File: src/hw/clock_gate_consts.vh
`ifndef CLOCK_GATE_CONSTS_VH
`define CLOCK_GATE_CONSTS_VH
// ----------------------------------------
// register offsets
// ----------------------------------------
`define RUN_GATE_GROUP1_OFS        12'h104
`define RUN_GATE_GROUP2_OFS        12'h108
`define SLEEP_GATE_GROUP1_OFS      12'h114
`define SLEEP_GATE_GROUP2_OFS      12'h118
`define DEEP_SLEEP_GATE_GROUP1_OFS 12'h124
`define DEEP_SLEEP_GATE_GROUP2_OFS 12'h128
`define CLOCK_FAULT_CLEAR_OFS      12'h150
`define REGULATOR_RESET_ENABLE_OFS 12'h160
`define RUN_CLOCK_CONFIG_OFS       12'h060
`define IRQ_STATUS_OFS             12'h170
`define IRQ_MASK_OFS               12'h174
`define FAULT_STATUS_OFS           12'h178
// ----------------------------------------
// field positions
// ----------------------------------------
`define COMPARATOR_ONE_GATE_BIT    25
`define COMPARATOR_ZERO_GATE_BIT   24
`define TIMER_ONE_GATE_BIT         17
`define TIMER_ZERO_GATE_BIT        16
`define SYNC_SERIAL_GATE_BIT       4
`define SERIAL_PORT_ZERO_GATE_BIT  0
`define GPIO_C_GATE_BIT            2
`define GPIO_B_GATE_BIT            1
`define GPIO_A_GATE_BIT            0
`define FAULT_CLEAR_BIT            0
`define REGULATOR_RESET_BIT        0
`define INTERNAL_OSC_CHECK_BIT     3
`define MAIN_OSC_CHECK_BIT         2
`define AUTO_GATING_BIT            27
`define IRQ_MAIN_OSC_BIT           0
`define IRQ_INTERNAL_OSC_BIT       1
// ----------------------------------------
// writable masks and reset values
// ----------------------------------------
`define GROUP1_WR_MASK             32'h0303_0011
`define GROUP2_WR_MASK             32'h0000_0007
`define RUN_CLOCK_CONFIG_WR_MASK   32'h0800_000C
`define GATE_RESET_VALUE           32'h0000_0000
`define WORD_ZERO                  32'h0000_0000
// ----------------------------------------
// timing
// ----------------------------------------
`define CLOCK_HZ                   10000000
`define OSC_CHECK_TIMEOUT_US       100
`define OSC_CHECK_TIMEOUT_CYCLES   ((`OSC_CHECK_TIMEOUT_US * (`CLOCK_HZ / 1000000)))
`endif

File: src/hw/osc_check_timer.v
`timescale 1ns/100ps
// watchdog on one oscillator's activity ticks
module osc_check_timer #(
	parameter TIMEOUT = 1000
) (
	// clock and reset
	input  wire ref_clk_i,
	input  wire rst_i,
	// control
	input  wire enable_i,
	input  wire osc_tick_i,
	// result
	output reg  stopped_o
);
	reg [31:0] count_reg;

	// timer only counts while enabled; a tick restarts it
	always @(posedge ref_clk_i) begin
		if (rst_i || !enable_i || osc_tick_i) begin
			count_reg <= 32'h0000_0000;
			stopped_o <= 1'b0;
		end else if (count_reg >= TIMEOUT - 1) begin
			stopped_o <= 1'b1;
		end else begin
			count_reg <= count_reg + 32'h0000_0001;
			stopped_o <= 1'b0;
		end
	end
endmodule

File: src/hw/peripheral_clock_gating_ctrl.v
// The plain strobed port was left to the implementer.
`timescale 1ns/100ps
`include "clock_gate_consts.vh"
// Notes on behaviour
// - gate bit one clocks unit, zero stops it
// - all gate enables clear at reset
// - run, sleep, deep-sleep sets by mode
// - sleep sets used only with auto gating
// - group one bits 25,24 gate comparators
// - group one bits 17,16 gate timers
// - bit 4 sync serial, bit 0 serial port
// - group two bits 2..0 gate gpio C,B,A
// - reserved bits read zero, writes ignored
// - fault clear bit never self-clears
// - fault forces known good clock select
// - regulator reset only when enable set
// - osc checkers run when enabled, interrupt
module peripheral_clock_gating_ctrl #(
	parameter OSC_TIMEOUT = `OSC_CHECK_TIMEOUT_CYCLES
) (
	// clock and reset
	input  wire        ref_clk_i,
	input  wire        rst_i,
	// register port
	input  wire [11:0] addr_i,
	input  wire [31:0] wdata_i,
	input  wire        wr_i,
	input  wire        rd_i,
	output reg  [31:0] rdata_o,
	// power mode and monitors
	input  wire        sleep_i,
	input  wire        deep_sleep_i,
	input  wire        main_osc_tick_i,
	input  wire        internal_osc_tick_i,
	input  wire        regulator_unregulated_i,
	// unit clock enables
	output reg         comparator_one_gate_o,
	output reg         comparator_zero_gate_o,
	output reg         timer_one_gate_o,
	output reg         timer_zero_gate_o,
	output reg         sync_serial_gate_o,
	output reg         serial_port_zero_gate_o,
	output reg         gpio_a_gate_o,
	output reg         gpio_b_gate_o,
	output reg         gpio_c_gate_o,
	// system
	output reg         safe_clock_select_o,
	output reg         regulator_reset_o,
	output reg         irq_o
);
	// ----------------------------------------
	// registers
	// ----------------------------------------
	reg [31:0] run_gate_group1_reg;
	reg [31:0] run_gate_group2_reg;
	reg [31:0] sleep_gate_group1_reg;
	reg [31:0] sleep_gate_group2_reg;
	reg [31:0] deep_sleep_gate_group1_reg;
	reg [31:0] deep_sleep_gate_group2_reg;
	reg [31:0] run_clock_config_reg;
	reg        fault_clear_bit_reg;
	reg        regulator_reset_enable_reg;
	reg [1:0]  irq_status_reg;
	reg [1:0]  irq_mask_reg;
	reg        fault_reg;
	reg [31:0] rdata_next;
	reg [31:0] gate1_next;
	reg [31:0] gate2_next;
	wire       main_stopped;
	wire       internal_stopped;
	wire [1:0] irq_event;
	wire [1:0] irq_clear;
	wire       auto_gating_select;

	assign auto_gating_select = run_clock_config_reg[`AUTO_GATING_BIT];
	assign irq_event = {internal_stopped, main_stopped};
	assign irq_clear = (wr_i && addr_i == `IRQ_STATUS_OFS) ? wdata_i[1:0] : 2'h0;

	// ----------------------------------------
	// register writes
	// ----------------------------------------
	// one decoded strobe per register keeps each store independent
	wire run1_wr        = wr_i && (addr_i == `RUN_GATE_GROUP1_OFS);
	wire run2_wr        = wr_i && (addr_i == `RUN_GATE_GROUP2_OFS);
	wire sleep1_wr      = wr_i && (addr_i == `SLEEP_GATE_GROUP1_OFS);
	wire sleep2_wr      = wr_i && (addr_i == `SLEEP_GATE_GROUP2_OFS);
	wire deep1_wr       = wr_i && (addr_i == `DEEP_SLEEP_GATE_GROUP1_OFS);
	wire deep2_wr       = wr_i && (addr_i == `DEEP_SLEEP_GATE_GROUP2_OFS);
	wire config_wr      = wr_i && (addr_i == `RUN_CLOCK_CONFIG_OFS);
	wire fault_clear_wr = wr_i && (addr_i == `CLOCK_FAULT_CLEAR_OFS);
	wire regulator_wr   = wr_i && (addr_i == `REGULATOR_RESET_ENABLE_OFS);
	wire mask_wr        = wr_i && (addr_i == `IRQ_MASK_OFS);

	// ----------------------------------------
	// register storage
	// ----------------------------------------
	// reserved bits masked off on write so they always read zero
	always @(posedge ref_clk_i) begin
		if (rst_i) begin
			run_gate_group1_reg <= `GATE_RESET_VALUE;
		end else if (run1_wr) begin
			run_gate_group1_reg <= wdata_i & `GROUP1_WR_MASK;
		end
	end

	always @(posedge ref_clk_i) begin
		if (rst_i) begin
			run_gate_group2_reg <= `GATE_RESET_VALUE;
		end else if (run2_wr) begin
			run_gate_group2_reg <= wdata_i & `GROUP2_WR_MASK;
		end
	end

	always @(posedge ref_clk_i) begin
		if (rst_i) begin
			sleep_gate_group1_reg <= `GATE_RESET_VALUE;
		end else if (sleep1_wr) begin
			sleep_gate_group1_reg <= wdata_i & `GROUP1_WR_MASK;
		end
	end

	always @(posedge ref_clk_i) begin
		if (rst_i) begin
			sleep_gate_group2_reg <= `GATE_RESET_VALUE;
		end else if (sleep2_wr) begin
			sleep_gate_group2_reg <= wdata_i & `GROUP2_WR_MASK;
		end
	end

	always @(posedge ref_clk_i) begin
		if (rst_i) begin
			deep_sleep_gate_group1_reg <= `GATE_RESET_VALUE;
		end else if (deep1_wr) begin
			deep_sleep_gate_group1_reg <= wdata_i & `GROUP1_WR_MASK;
		end
	end

	always @(posedge ref_clk_i) begin
		if (rst_i) begin
			deep_sleep_gate_group2_reg <= `GATE_RESET_VALUE;
		end else if (deep2_wr) begin
			deep_sleep_gate_group2_reg <= wdata_i & `GROUP2_WR_MASK;
		end
	end

	always @(posedge ref_clk_i) begin
		if (rst_i) begin
			run_clock_config_reg <= `WORD_ZERO;
		end else if (config_wr) begin
			run_clock_config_reg <= wdata_i & `RUN_CLOCK_CONFIG_WR_MASK;
		end
	end

	always @(posedge ref_clk_i) begin
		if (rst_i) begin
			fault_clear_bit_reg <= 1'b0;
		end else if (fault_clear_wr) begin
			fault_clear_bit_reg <= wdata_i[`FAULT_CLEAR_BIT];
		end
	end

	always @(posedge ref_clk_i) begin
		if (rst_i) begin
			regulator_reset_enable_reg <= 1'b0;
		end else if (regulator_wr) begin
			regulator_reset_enable_reg <= wdata_i[`REGULATOR_RESET_BIT];
		end
	end

	always @(posedge ref_clk_i) begin
		if (rst_i) begin
			irq_mask_reg <= 2'h0;
		end else if (mask_wr) begin
			irq_mask_reg <= wdata_i[1:0];
		end
	end

	// ----------------------------------------
	// oscillator checks
	// ----------------------------------------
	osc_check_timer #(
		.TIMEOUT (OSC_TIMEOUT)
	) main_check (
		.ref_clk_i  (ref_clk_i),
		.rst_i      (rst_i),
		.enable_i   (run_clock_config_reg[`MAIN_OSC_CHECK_BIT]),
		.osc_tick_i (main_osc_tick_i),
		.stopped_o  (main_stopped)
	);

	osc_check_timer #(
		.TIMEOUT (OSC_TIMEOUT)
	) internal_check (
		.ref_clk_i  (ref_clk_i),
		.rst_i      (rst_i),
		.enable_i   (run_clock_config_reg[`INTERNAL_OSC_CHECK_BIT]),
		.osc_tick_i (internal_osc_tick_i),
		.stopped_o  (internal_stopped)
	);

	// ----------------------------------------
	// fault latch
	// ----------------------------------------
	// a new stop wins over a clear in the same cycle
	always @(posedge ref_clk_i) begin
		if (rst_i) begin
			fault_reg <= 1'b0;
		end else if (|irq_event) begin
			fault_reg <= 1'b1;
		end else if (fault_clear_bit_reg) begin
			fault_reg <= 1'b0;
		end
	end

	// ----------------------------------------
	// interrupt status and line
	// ----------------------------------------
	// irq follows the status it is about to hold, so no extra cycle of lag
	always @(posedge ref_clk_i) begin
		if (rst_i) begin
			irq_status_reg <= 2'h0;
			irq_o          <= 1'b0;
		end else begin
			irq_status_reg <= (irq_status_reg & ~irq_clear) | irq_event;
			irq_o          <= |(((irq_status_reg & ~irq_clear) | irq_event) & irq_mask_reg);
		end
	end

	// ----------------------------------------
	// power mode decode
	// ----------------------------------------
	localparam MODE_RUN   = 2'h0;
	localparam MODE_SLEEP = 2'h1;
	localparam MODE_DEEP  = 2'h2;

	reg [1:0] power_mode;

	// deep sleep wins when both mode inputs are high
	always @* begin
		power_mode = MODE_RUN;
		if (auto_gating_select) begin
			if (deep_sleep_i) begin
				power_mode = MODE_DEEP;
			end else if (sleep_i) begin
				power_mode = MODE_SLEEP;
			end
		end
	end

	// ----------------------------------------
	// gate selection
	// ----------------------------------------
	always @* begin
		case (power_mode)
		MODE_SLEEP: begin
			gate1_next = sleep_gate_group1_reg;
			gate2_next = sleep_gate_group2_reg;
		end
		MODE_DEEP: begin
			gate1_next = deep_sleep_gate_group1_reg;
			gate2_next = deep_sleep_gate_group2_reg;
		end
		default: begin
			gate1_next = run_gate_group1_reg;
			gate2_next = run_gate_group2_reg;
		end
		endcase
	end

	// ----------------------------------------
	// unit clock enables
	// ----------------------------------------
	// enables are registered, so the downstream latch-based gate stays glitch free
	always @(posedge ref_clk_i) begin
		if (rst_i) begin
			comparator_one_gate_o   <= 1'b0;
			comparator_zero_gate_o  <= 1'b0;
			timer_one_gate_o        <= 1'b0;
			timer_zero_gate_o       <= 1'b0;
			sync_serial_gate_o      <= 1'b0;
			serial_port_zero_gate_o <= 1'b0;
		end else begin
			comparator_one_gate_o   <= gate1_next[`COMPARATOR_ONE_GATE_BIT];
			comparator_zero_gate_o  <= gate1_next[`COMPARATOR_ZERO_GATE_BIT];
			timer_one_gate_o        <= gate1_next[`TIMER_ONE_GATE_BIT];
			timer_zero_gate_o       <= gate1_next[`TIMER_ZERO_GATE_BIT];
			sync_serial_gate_o      <= gate1_next[`SYNC_SERIAL_GATE_BIT];
			serial_port_zero_gate_o <= gate1_next[`SERIAL_PORT_ZERO_GATE_BIT];
		end
	end

	// ports switch on the same edge as the group one units
	always @(posedge ref_clk_i) begin
		if (rst_i) begin
			gpio_a_gate_o <= 1'b0;
			gpio_b_gate_o <= 1'b0;
			gpio_c_gate_o <= 1'b0;
		end else begin
			gpio_a_gate_o <= gate2_next[`GPIO_A_GATE_BIT];
			gpio_b_gate_o <= gate2_next[`GPIO_B_GATE_BIT];
			gpio_c_gate_o <= gate2_next[`GPIO_C_GATE_BIT];
		end
	end

	// ----------------------------------------
	// system outputs
	// ----------------------------------------
	always @(posedge ref_clk_i) begin
		if (rst_i) begin
			safe_clock_select_o <= 1'b0;
			regulator_reset_o   <= 1'b0;
		end else begin
			safe_clock_select_o <= fault_reg;
			regulator_reset_o   <= regulator_reset_enable_reg
				&& regulator_unregulated_i;
		end
	end

	// ----------------------------------------
	// read back
	// ----------------------------------------
	always @* begin
		rdata_next = `WORD_ZERO;
		case (addr_i)
		`RUN_GATE_GROUP1_OFS:        rdata_next = run_gate_group1_reg;
		`RUN_GATE_GROUP2_OFS:        rdata_next = run_gate_group2_reg;
		`SLEEP_GATE_GROUP1_OFS:      rdata_next = sleep_gate_group1_reg;
		`SLEEP_GATE_GROUP2_OFS:      rdata_next = sleep_gate_group2_reg;
		`DEEP_SLEEP_GATE_GROUP1_OFS: rdata_next = deep_sleep_gate_group1_reg;
		`DEEP_SLEEP_GATE_GROUP2_OFS: rdata_next = deep_sleep_gate_group2_reg;
		`RUN_CLOCK_CONFIG_OFS:       rdata_next = run_clock_config_reg;
		`CLOCK_FAULT_CLEAR_OFS:      rdata_next = {31'h0000_0000, fault_clear_bit_reg};
		`REGULATOR_RESET_ENABLE_OFS: rdata_next = {31'h0000_0000, regulator_reset_enable_reg};
		`IRQ_STATUS_OFS:             rdata_next = {30'h0000_0000, irq_status_reg};
		`IRQ_MASK_OFS:               rdata_next = {30'h0000_0000, irq_mask_reg};
		`FAULT_STATUS_OFS:           rdata_next = {31'h0000_0000, fault_reg};
		default:                     rdata_next = `WORD_ZERO;
		endcase
	end

	// unmapped reads return zero; data held only in the cycle after the strobe
	always @(posedge ref_clk_i) begin
		if (rst_i || !rd_i) begin
			rdata_o <= `WORD_ZERO;
		end else begin
			rdata_o <= rdata_next;
		end
	end
endmodule

File: config.mk
export PLATFORM = sky130hd
export DESIGN_NAME = peripheral_clock_gating_ctrl
export DESIGN_NICKNAME = d
export VERILOG_FILES = /design/src/hw/osc_check_timer.v /design/src/hw/peripheral_clock_gating_ctrl.v
export VERILOG_INCLUDE_DIRS = /design/src /design/src/hw
export SDC_FILE = /design/constraint.sdc
export NUM_CORES = 1
export LEC_CHECK = 0
export BUFFER_PORTS_ARGS = -buffer_cell sky130_fd_sc_hd__buf_2
export CAP_MARGIN = 0
export CORE_MARGIN = 2
export CORE_UTILIZATION = 45
export CTS_CLUSTER_DIAMETER = 150
export DETAILED_ROUTE_END_ITERATION = 10
export PLACE_DENSITY = 0.67
export SYNTH_ARGS = -nofsm -noshare
export SYNTH_HDL_FRONTEND = slang
export SYNTH_SLANG_ARGS = --single-unit
File: constraint.sdc
create_clock -name ref_clk_i -period 2.7 [get_ports ref_clk_i]
set_clock_uncertainty 0.15 [all_clocks]
set_input_delay 0 -clock ref_clk_i [delete_from_list [all_inputs] [get_ports ref_clk_i]]
set_output_delay 0 -clock ref_clk_i [all_outputs]
set_load 0.05 [all_outputs]
==> results.yml, run 1 <==
critical_path:
  cp.arrival_ns: 2.65
  worst_path_max_delay_cell: "or4b_4"
  critical_path.top_delay_family: "buffers and inverters"
  ff2ff_path_depth: 5
  worstPathMaxFanout: 11
  cpMostUsedCell: "dlygate4sd3_1"
  critPathCapture: "run_gate_group1_reg[17]"
  worstSetupStartpointType: "input port"
  worstPathCellList: "dlygate4sd3_1, buf_2, or4b_4, nor4b_2, buf_4, nand3_1, dlygate4sd3_1, a21oi_1"
  cp.buffers_inverters: 4
  crit_type: "in2reg"
  crit_cells: 8
  r2r-start: "internal_check.count_reg[23]"
  r2r_slack_ns: 0.46
  required_ns: 2.90
  rr_endpoint: "internal_check.count_reg[5]"
  startpoint: "addr_i[9]"
  worstSetupEndpointType: "flip-flop"
  max_stage_delay_ns: 0.61
detailed_routing:
  routed_via_density: 5.537
  drc: 0
  wire_per_inst_um: 15.28
  detail-route-antenna-nets: 0
  drt-total-wl_um: 12440
  dr.pass1.iters: 5
  vias: 4507
  drtIter0Drc: 452
yosys:
  yosysWarnings: 0
  synth-edff-count: 0
  avgSynthCellArea_um2: 8.918
  synth_cells: 580
  postSynth.asyncResetShare_pct: 0
  syn-cell-area_mm2: 0.005172
  ys_ff_latch: 125
  ys_seq_area_share_pct: 48.38
  synth-main-ff-cell: "dfxtp_1"
  yosysUniqueCellTypes: 53
placed_design:
  io_buffers: 52
  dp_slack_ns: 0.4603
  placed_cells: 752
  dpl.hpwl_um: 8208
  gp_congestion: 0.8382
global_route:
  grt_pass1_vias: 4365
  antenna_found_initial: 0
  met2_usage_pct: 32.52
  use_met3_pct: 5.194
  top_usage_layer: "met2"
  grt_first_pass_wirelength_um: 21090
  grt_max_degree: 48
  overflow: 0
  grt_usage_pct: 21.03
  grt_util_met1_pct: 27.87
job:
  cap_violations: 0
sta:
  period_needed_ns: 2.450
  setup_slack_ns: 0.2496
  rsz0062_at_grt: "no"
  finalHoldViolations: 0
  finalSetupViolations: 0
  finalMaxSlewViolations: 0
  period_share_pct: 90.76
  tns_ns: 0
  fmaxAchievable_mhz: 408.1
  tightest_slew_ns: 0.9504
  maxSlewHeadroom_pct: 36.54
clock_network:
  clock_latency_ns: 0.42
  post_cts_buffers: 0
  cts_max_level: 4
  cts_tree: "built"
  clk_pin_slew_worst_paths_ns: 0.06
  cts_sinks: 125
  cts-root-buf: "clkbuf_16"
  cts_buffers: 17
  cts_buffer_depth: 2
pwr:
  leakage_uw: 0.002662
  switchingPower_uw: 1028
  pwr-share-seq_pct: 42.9
  pwr-share-clk_pct: 52.5
  p_sw_share_pct: 23.94
  vdd_drop_max_v: 0.0005088
  comb_power_share_pct: 4.6
  internal_power_uw: 3268
  pwr_density_cell_mw_per_mm2: 674.8
cells_and_area:
  syn2layout_area_growth_pct: 23.10
  nets: 715
  diodes: 0
  fin_cells: 814
  fin_util_pct: 56.24
  most-common-layout-cells: "125 x dfxtp_1, 63 x nor2_1, 55 x nand2_1"
  drive_gt1_share_pct: 17.14
  final_common_cell: "dfxtp_1"
floorplanning:
  initial_core_util_pct: 45.69
  pin_count: 97
  die_w_um: 111.2
  dieArea_mm2: 0.01237
  core_region_area_mm2: 0.01132
  die_h_um: 111.2
  rows: 39
hold_path:
  hold_path_class: "in2reg"
  min_from: "addr_i[3]"
  hold_path_depth: 4
outcome:
  outcome: "complete, no violations"
## routing by layer
layer	up-vias	wire length [um]
met5	-	0
met4	0	230
met3	25	743
met2	151	5744
met1	2151	5717
li1	2180	-
## tightest hold or removal path, delay by kind of cell
family          cells  cell delay, ns
compound gates      3            0.42
buf+inv             1            0.14
## cell type report
type | instances | area, um^2
inverter | 9 | 33.78
multi-input combinational | 413 | 2427
fill | 1011 | 4954
timing repair buffer | 92 | 635.6
sequential | 125 | 2502
tap | 143 | 178.9
clock buffer | 17 | 425.4
clock inverter | 15 | 163.9
## how the worst min path moves through the flow
stage,endpoint
after floorplan,deep_sleep_gate_group2_reg[1]
after global placement,sleep_gate_group1_reg[17]
after detailed placement,regulator_reset_o
after global routing,rdata_o[0]
after CTS,rdata_o[0]
final,rdata_o[0]
## cells in the mapped netlist (5+ instances only)
| cell type | n | area share [%] |
|---|---|---|
| a21oi_1 | 47 | 4.5 |
| a22oi_1 | 14 | 2.0 |
| and2_1 | 5 | 0.60 |
| and3_1 | 50 | 6.0 |
| buf_4 | 22 | 3.2 |
| clkbuf_1 | 24 | 1.7 |
| dfxtp_1 | 125 | 48 |
| inv_1 | 9 | 0.65 |
| mux2i_1 | 17 | 3.3 |
| nand2_1 | 55 | 4.0 |
| nand3_1 | 28 | 2.7 |
| nand4_1 | 8 | 0.97 |
| nor2_1 | 63 | 4.6 |
| nor3_1 | 7 | 0.68 |
| nor4_1 | 22 | 2.7 |
| nor4_2 | 5 | 1.2 |
| xnor2_1 | 8 | 1.4 |
## timing repair
| action | in CTS | in global routing |
|---|---|---|
| gates resized for setup | 0 | 1 |
| hold buffers | 30 | 0 |
| endpoints found under the setup margin | 0 | 1 |
| endpoints found under the hold margin | 74 | 0 |
## logic make-up (layout without fill, tap and decap cells)
| logic type | after synthesis | in the layout | share of synthesized area [%] |
|---|---|---|---|
| buffers and inverters | 63 | 133 | 6.289 |
| DFF | 125 | 125 | 48.38 |
| muxes | 19 | 19 | 3.725 |
| xor gates and xnor gates | 9 | 9 | 1.524 |
| other | 1 | 22 | 0.07250 |
| AOI/OAI and AO/OA | 86 | 86 | 10.67 |
| and+or+nand+nor | 273 | 273 | 28.37 |
| adders and majority gates | 4 | 4 | 0.9676 |
## power groups by stage
stage / logic [uW] / clock network [uW] / registers [uW]
after floorplan: 142 / 0 / 1890
after global placement: 163 / 0 / 1890
after detailed placement: 166 / 0 / 1890
after CTS: 193 / 2300 / 1840
after global routing: 208 / 2380 / 1840
final: 197 / 2260 / 1840
## through the flow
step	total power (uW)	cell area [um^2]	hold slack [ns]
final	4297	6367	0.04718
after global routing	4431	6367	0.05338
after CTS	4341	6364	0.01513
after detailed placement	2051	5474	0.1232
after global placement	2048	5474	0.1146
after floorplan	2027	5251	-0.009546
Power figures use the tool's default switching activity.
==> run 2, diff against run 1 <==
--- a/config.mk
+++ b/config.mk
@@ -9,10 +9,10 @@
 export BUFFER_PORTS_ARGS = -buffer_cell sky130_fd_sc_hd__buf_2
 export CAP_MARGIN = 0
 export CORE_MARGIN = 2
-export CORE_UTILIZATION = 45
+export CORE_UTILIZATION = 49
 export CTS_CLUSTER_DIAMETER = 150
 export DETAILED_ROUTE_END_ITERATION = 10
-export PLACE_DENSITY = 0.67
+export PLACE_DENSITY = 0.73
 export SYNTH_ARGS = -nofsm -noshare
 export SYNTH_HDL_FRONTEND = slang
 export SYNTH_SLANG_ARGS = --single-unit
==> run 2 against run 1 <==
Design area rose by 2.2%. Sequential share of layout area fell by 0.86 points. Routed wire length rose by 4.3%. Clock power rose by 2%. Sequential cell count did not move. Global-route usage rose by 2.4 points. Count of clock-buffer cells in the layout rose by 2. Core utilization rose by 7.1 points. Final cell count rose by 0.61%. Die area fell by 7.9%. Largest cell class unchanged.
==> results.yml, run 2 (synthesized netlist as in run 1, its figures left out) <==
critical_path:
  worstSetupStartpointType: "input port"
  required_ns: 3.02
  startpoint: "addr_i[4]"
  cp.arrival_ns: 2.98
  r2r-start: "internal_check.count_reg[31]"
  ff2ff_path_depth: 5
  worstPathMaxFanout: 11
  crit_type: "in2reg"
  critPathCapture: "deep_sleep_gate_group1_reg[16]"
  rr_endpoint: "internal_check.count_reg[7]"
  worstSetupEndpointType: "flip-flop"
  r2r_slack_ns: 0.39
global_route:
  grt_pass1_vias: 4399
  overflow: 0
  antenna_found_initial: 1
  grt_usage_pct: 23.42
  grt_max_degree: 49
  grt_first_pass_wirelength_um: 21070
placed_design:
  dpl.hpwl_um: 7809
  dp_slack_ns: 0.4602
  io_buffers: 52
  gp_congestion: 0.9024
detailed_routing:
  wire_per_inst_um: 15.83
  drtIter0Drc: 504
  detail-route-antenna-nets: 0
  routed_via_density: 5.681
  dr.pass1.iters: 6
  drc: 0
  vias: 4653
  drt-total-wl_um: 12970
pwr:
  leakage_uw: 0.002758
  pwr_density_cell_mw_per_mm2: 669.8
  vdd_drop_max_v: 0.0006355
clock_network:
  cts_tree: "built"
  cts_buffers: 17
  cts_max_level: 4
  clock_latency_ns: 0.52
  clk_pin_slew_worst_paths_ns: 0.06
  cts_sinks: 125
  cts-root-buf: "clkbuf_8"
  cts_buffer_depth: 2
cells_and_area:
  syn2layout_area_growth_pct: 25.86
  nets: 726
  drive_gt1_share_pct: 16.86
  most-common-layout-cells: "125 x dfxtp_1, 62 x nor2_1, 55 x nand2_1"
  final_common_cell: "dfxtp_1"
floorplanning:
  rows: 37
  die_h_um: 106.7
  die_w_um: 106.7
  initial_core_util_pct: 50.33
  dieArea_mm2: 0.01139
  core_region_area_mm2: 0.01028
  pin_count: 97
hold_path:
  hold_path_depth: 5
  hold_path_class: "in2reg"
sta:
  fmaxAchievable_mhz: 375.3
  finalHoldViolations: 0
  finalSetupViolations: 0
  setup_slack_ns: 0.03529
  rsz0062_at_grt: "yes"
  period_share_pct: 98.69
  finalMaxSlewViolations: 0
  period_needed_ns: 2.665
  tns_ns: 0
  maxSlewHeadroom_pct: 18.53
  tightest_slew_ns: 1.218
outcome:
  outcome: "complete, no violations"
job:
  cap_violations: 0
run 2: per-layer routing:
metal | wire length (um) | vias to the layer above | GRT usage, %
met5 | 0 | - | 0
met4 | 344 | 0 | 11.13
met3 | 969 | 36 | 6.079
met2 | 6167 | 197 | 37.12
met1 | 5486 | 2207 | 29.79
li1 | - | 2213 | -
run 2: stage by stage:
stage / hold slack (ns) / cells / power (uW) / utilization [%] / cell area (um^2)
final: 0.03534 / 819 / 4361 / 63.34 / 6510
after global routing: 0.05026 / 819 / 4480 / 63.34 / 6510
after CTS: 0.002086 / 815 / 4374 / 62.86 / 6460
after detailed placement: 0.09395 / 742 / 2047 / 52.96 / 5443
after global placement: 0.08820 / 742 / 2046 / 52.96 / 5443
after floorplan: -0.009546 / 601 / 2027 / - / 5251
run 2: power breakdown:
part | internal (uW) | switching [uW]
combinational | 59.0 | 147
sequential | 1840 | 0.0608
clock | 1460 | 852
run 2: worst min path at each step:
stage | start | to
2_1_floorplan | wdata_i[1] | deep_sleep_gate_group2_reg[1]
3_3_place_gp | regulator_unregulated_i | regulator_reset_o
3_5_place_dp | regulator_unregulated_i | regulator_reset_o
4_1_cts | addr_i[6] | irq_mask_reg[1]
5_1_grt | addr_i[6] | irq_mask_reg[1]
6_report | addr_i[6] | irq_mask_reg[1]
run 2: layout make-up:
class	count	area (um^2)
multi-input cells	413	2446
clock buffers	19	441.7
diodes	1	2.502
fillers	877	3767
flip-flops and latches	125	2502
well taps	136	170.2
inverters	9	33.78
clock inverters	13	165.2
repair buffers	103	748.2
run 2: worst max-delay path: stages:
cell and delay, ns:
dlygate4sd3_1 0.55, clkbuf_4 0.21, nand2b_1 0.18, nor4_1 0.38, buf_4 0.26, nand3_1 0.08, dlygate4sd3_1 0.58, a21oi_1 0.14
dlygate4sd3_1 0.58
run 2: repair_timing:
action	CTS	global route
setup endpoints to repair	0	4
gates resized for setup	0	5
buffers inserted	0	3
hold buffers	41	0
hold endpoints to repair	114	0
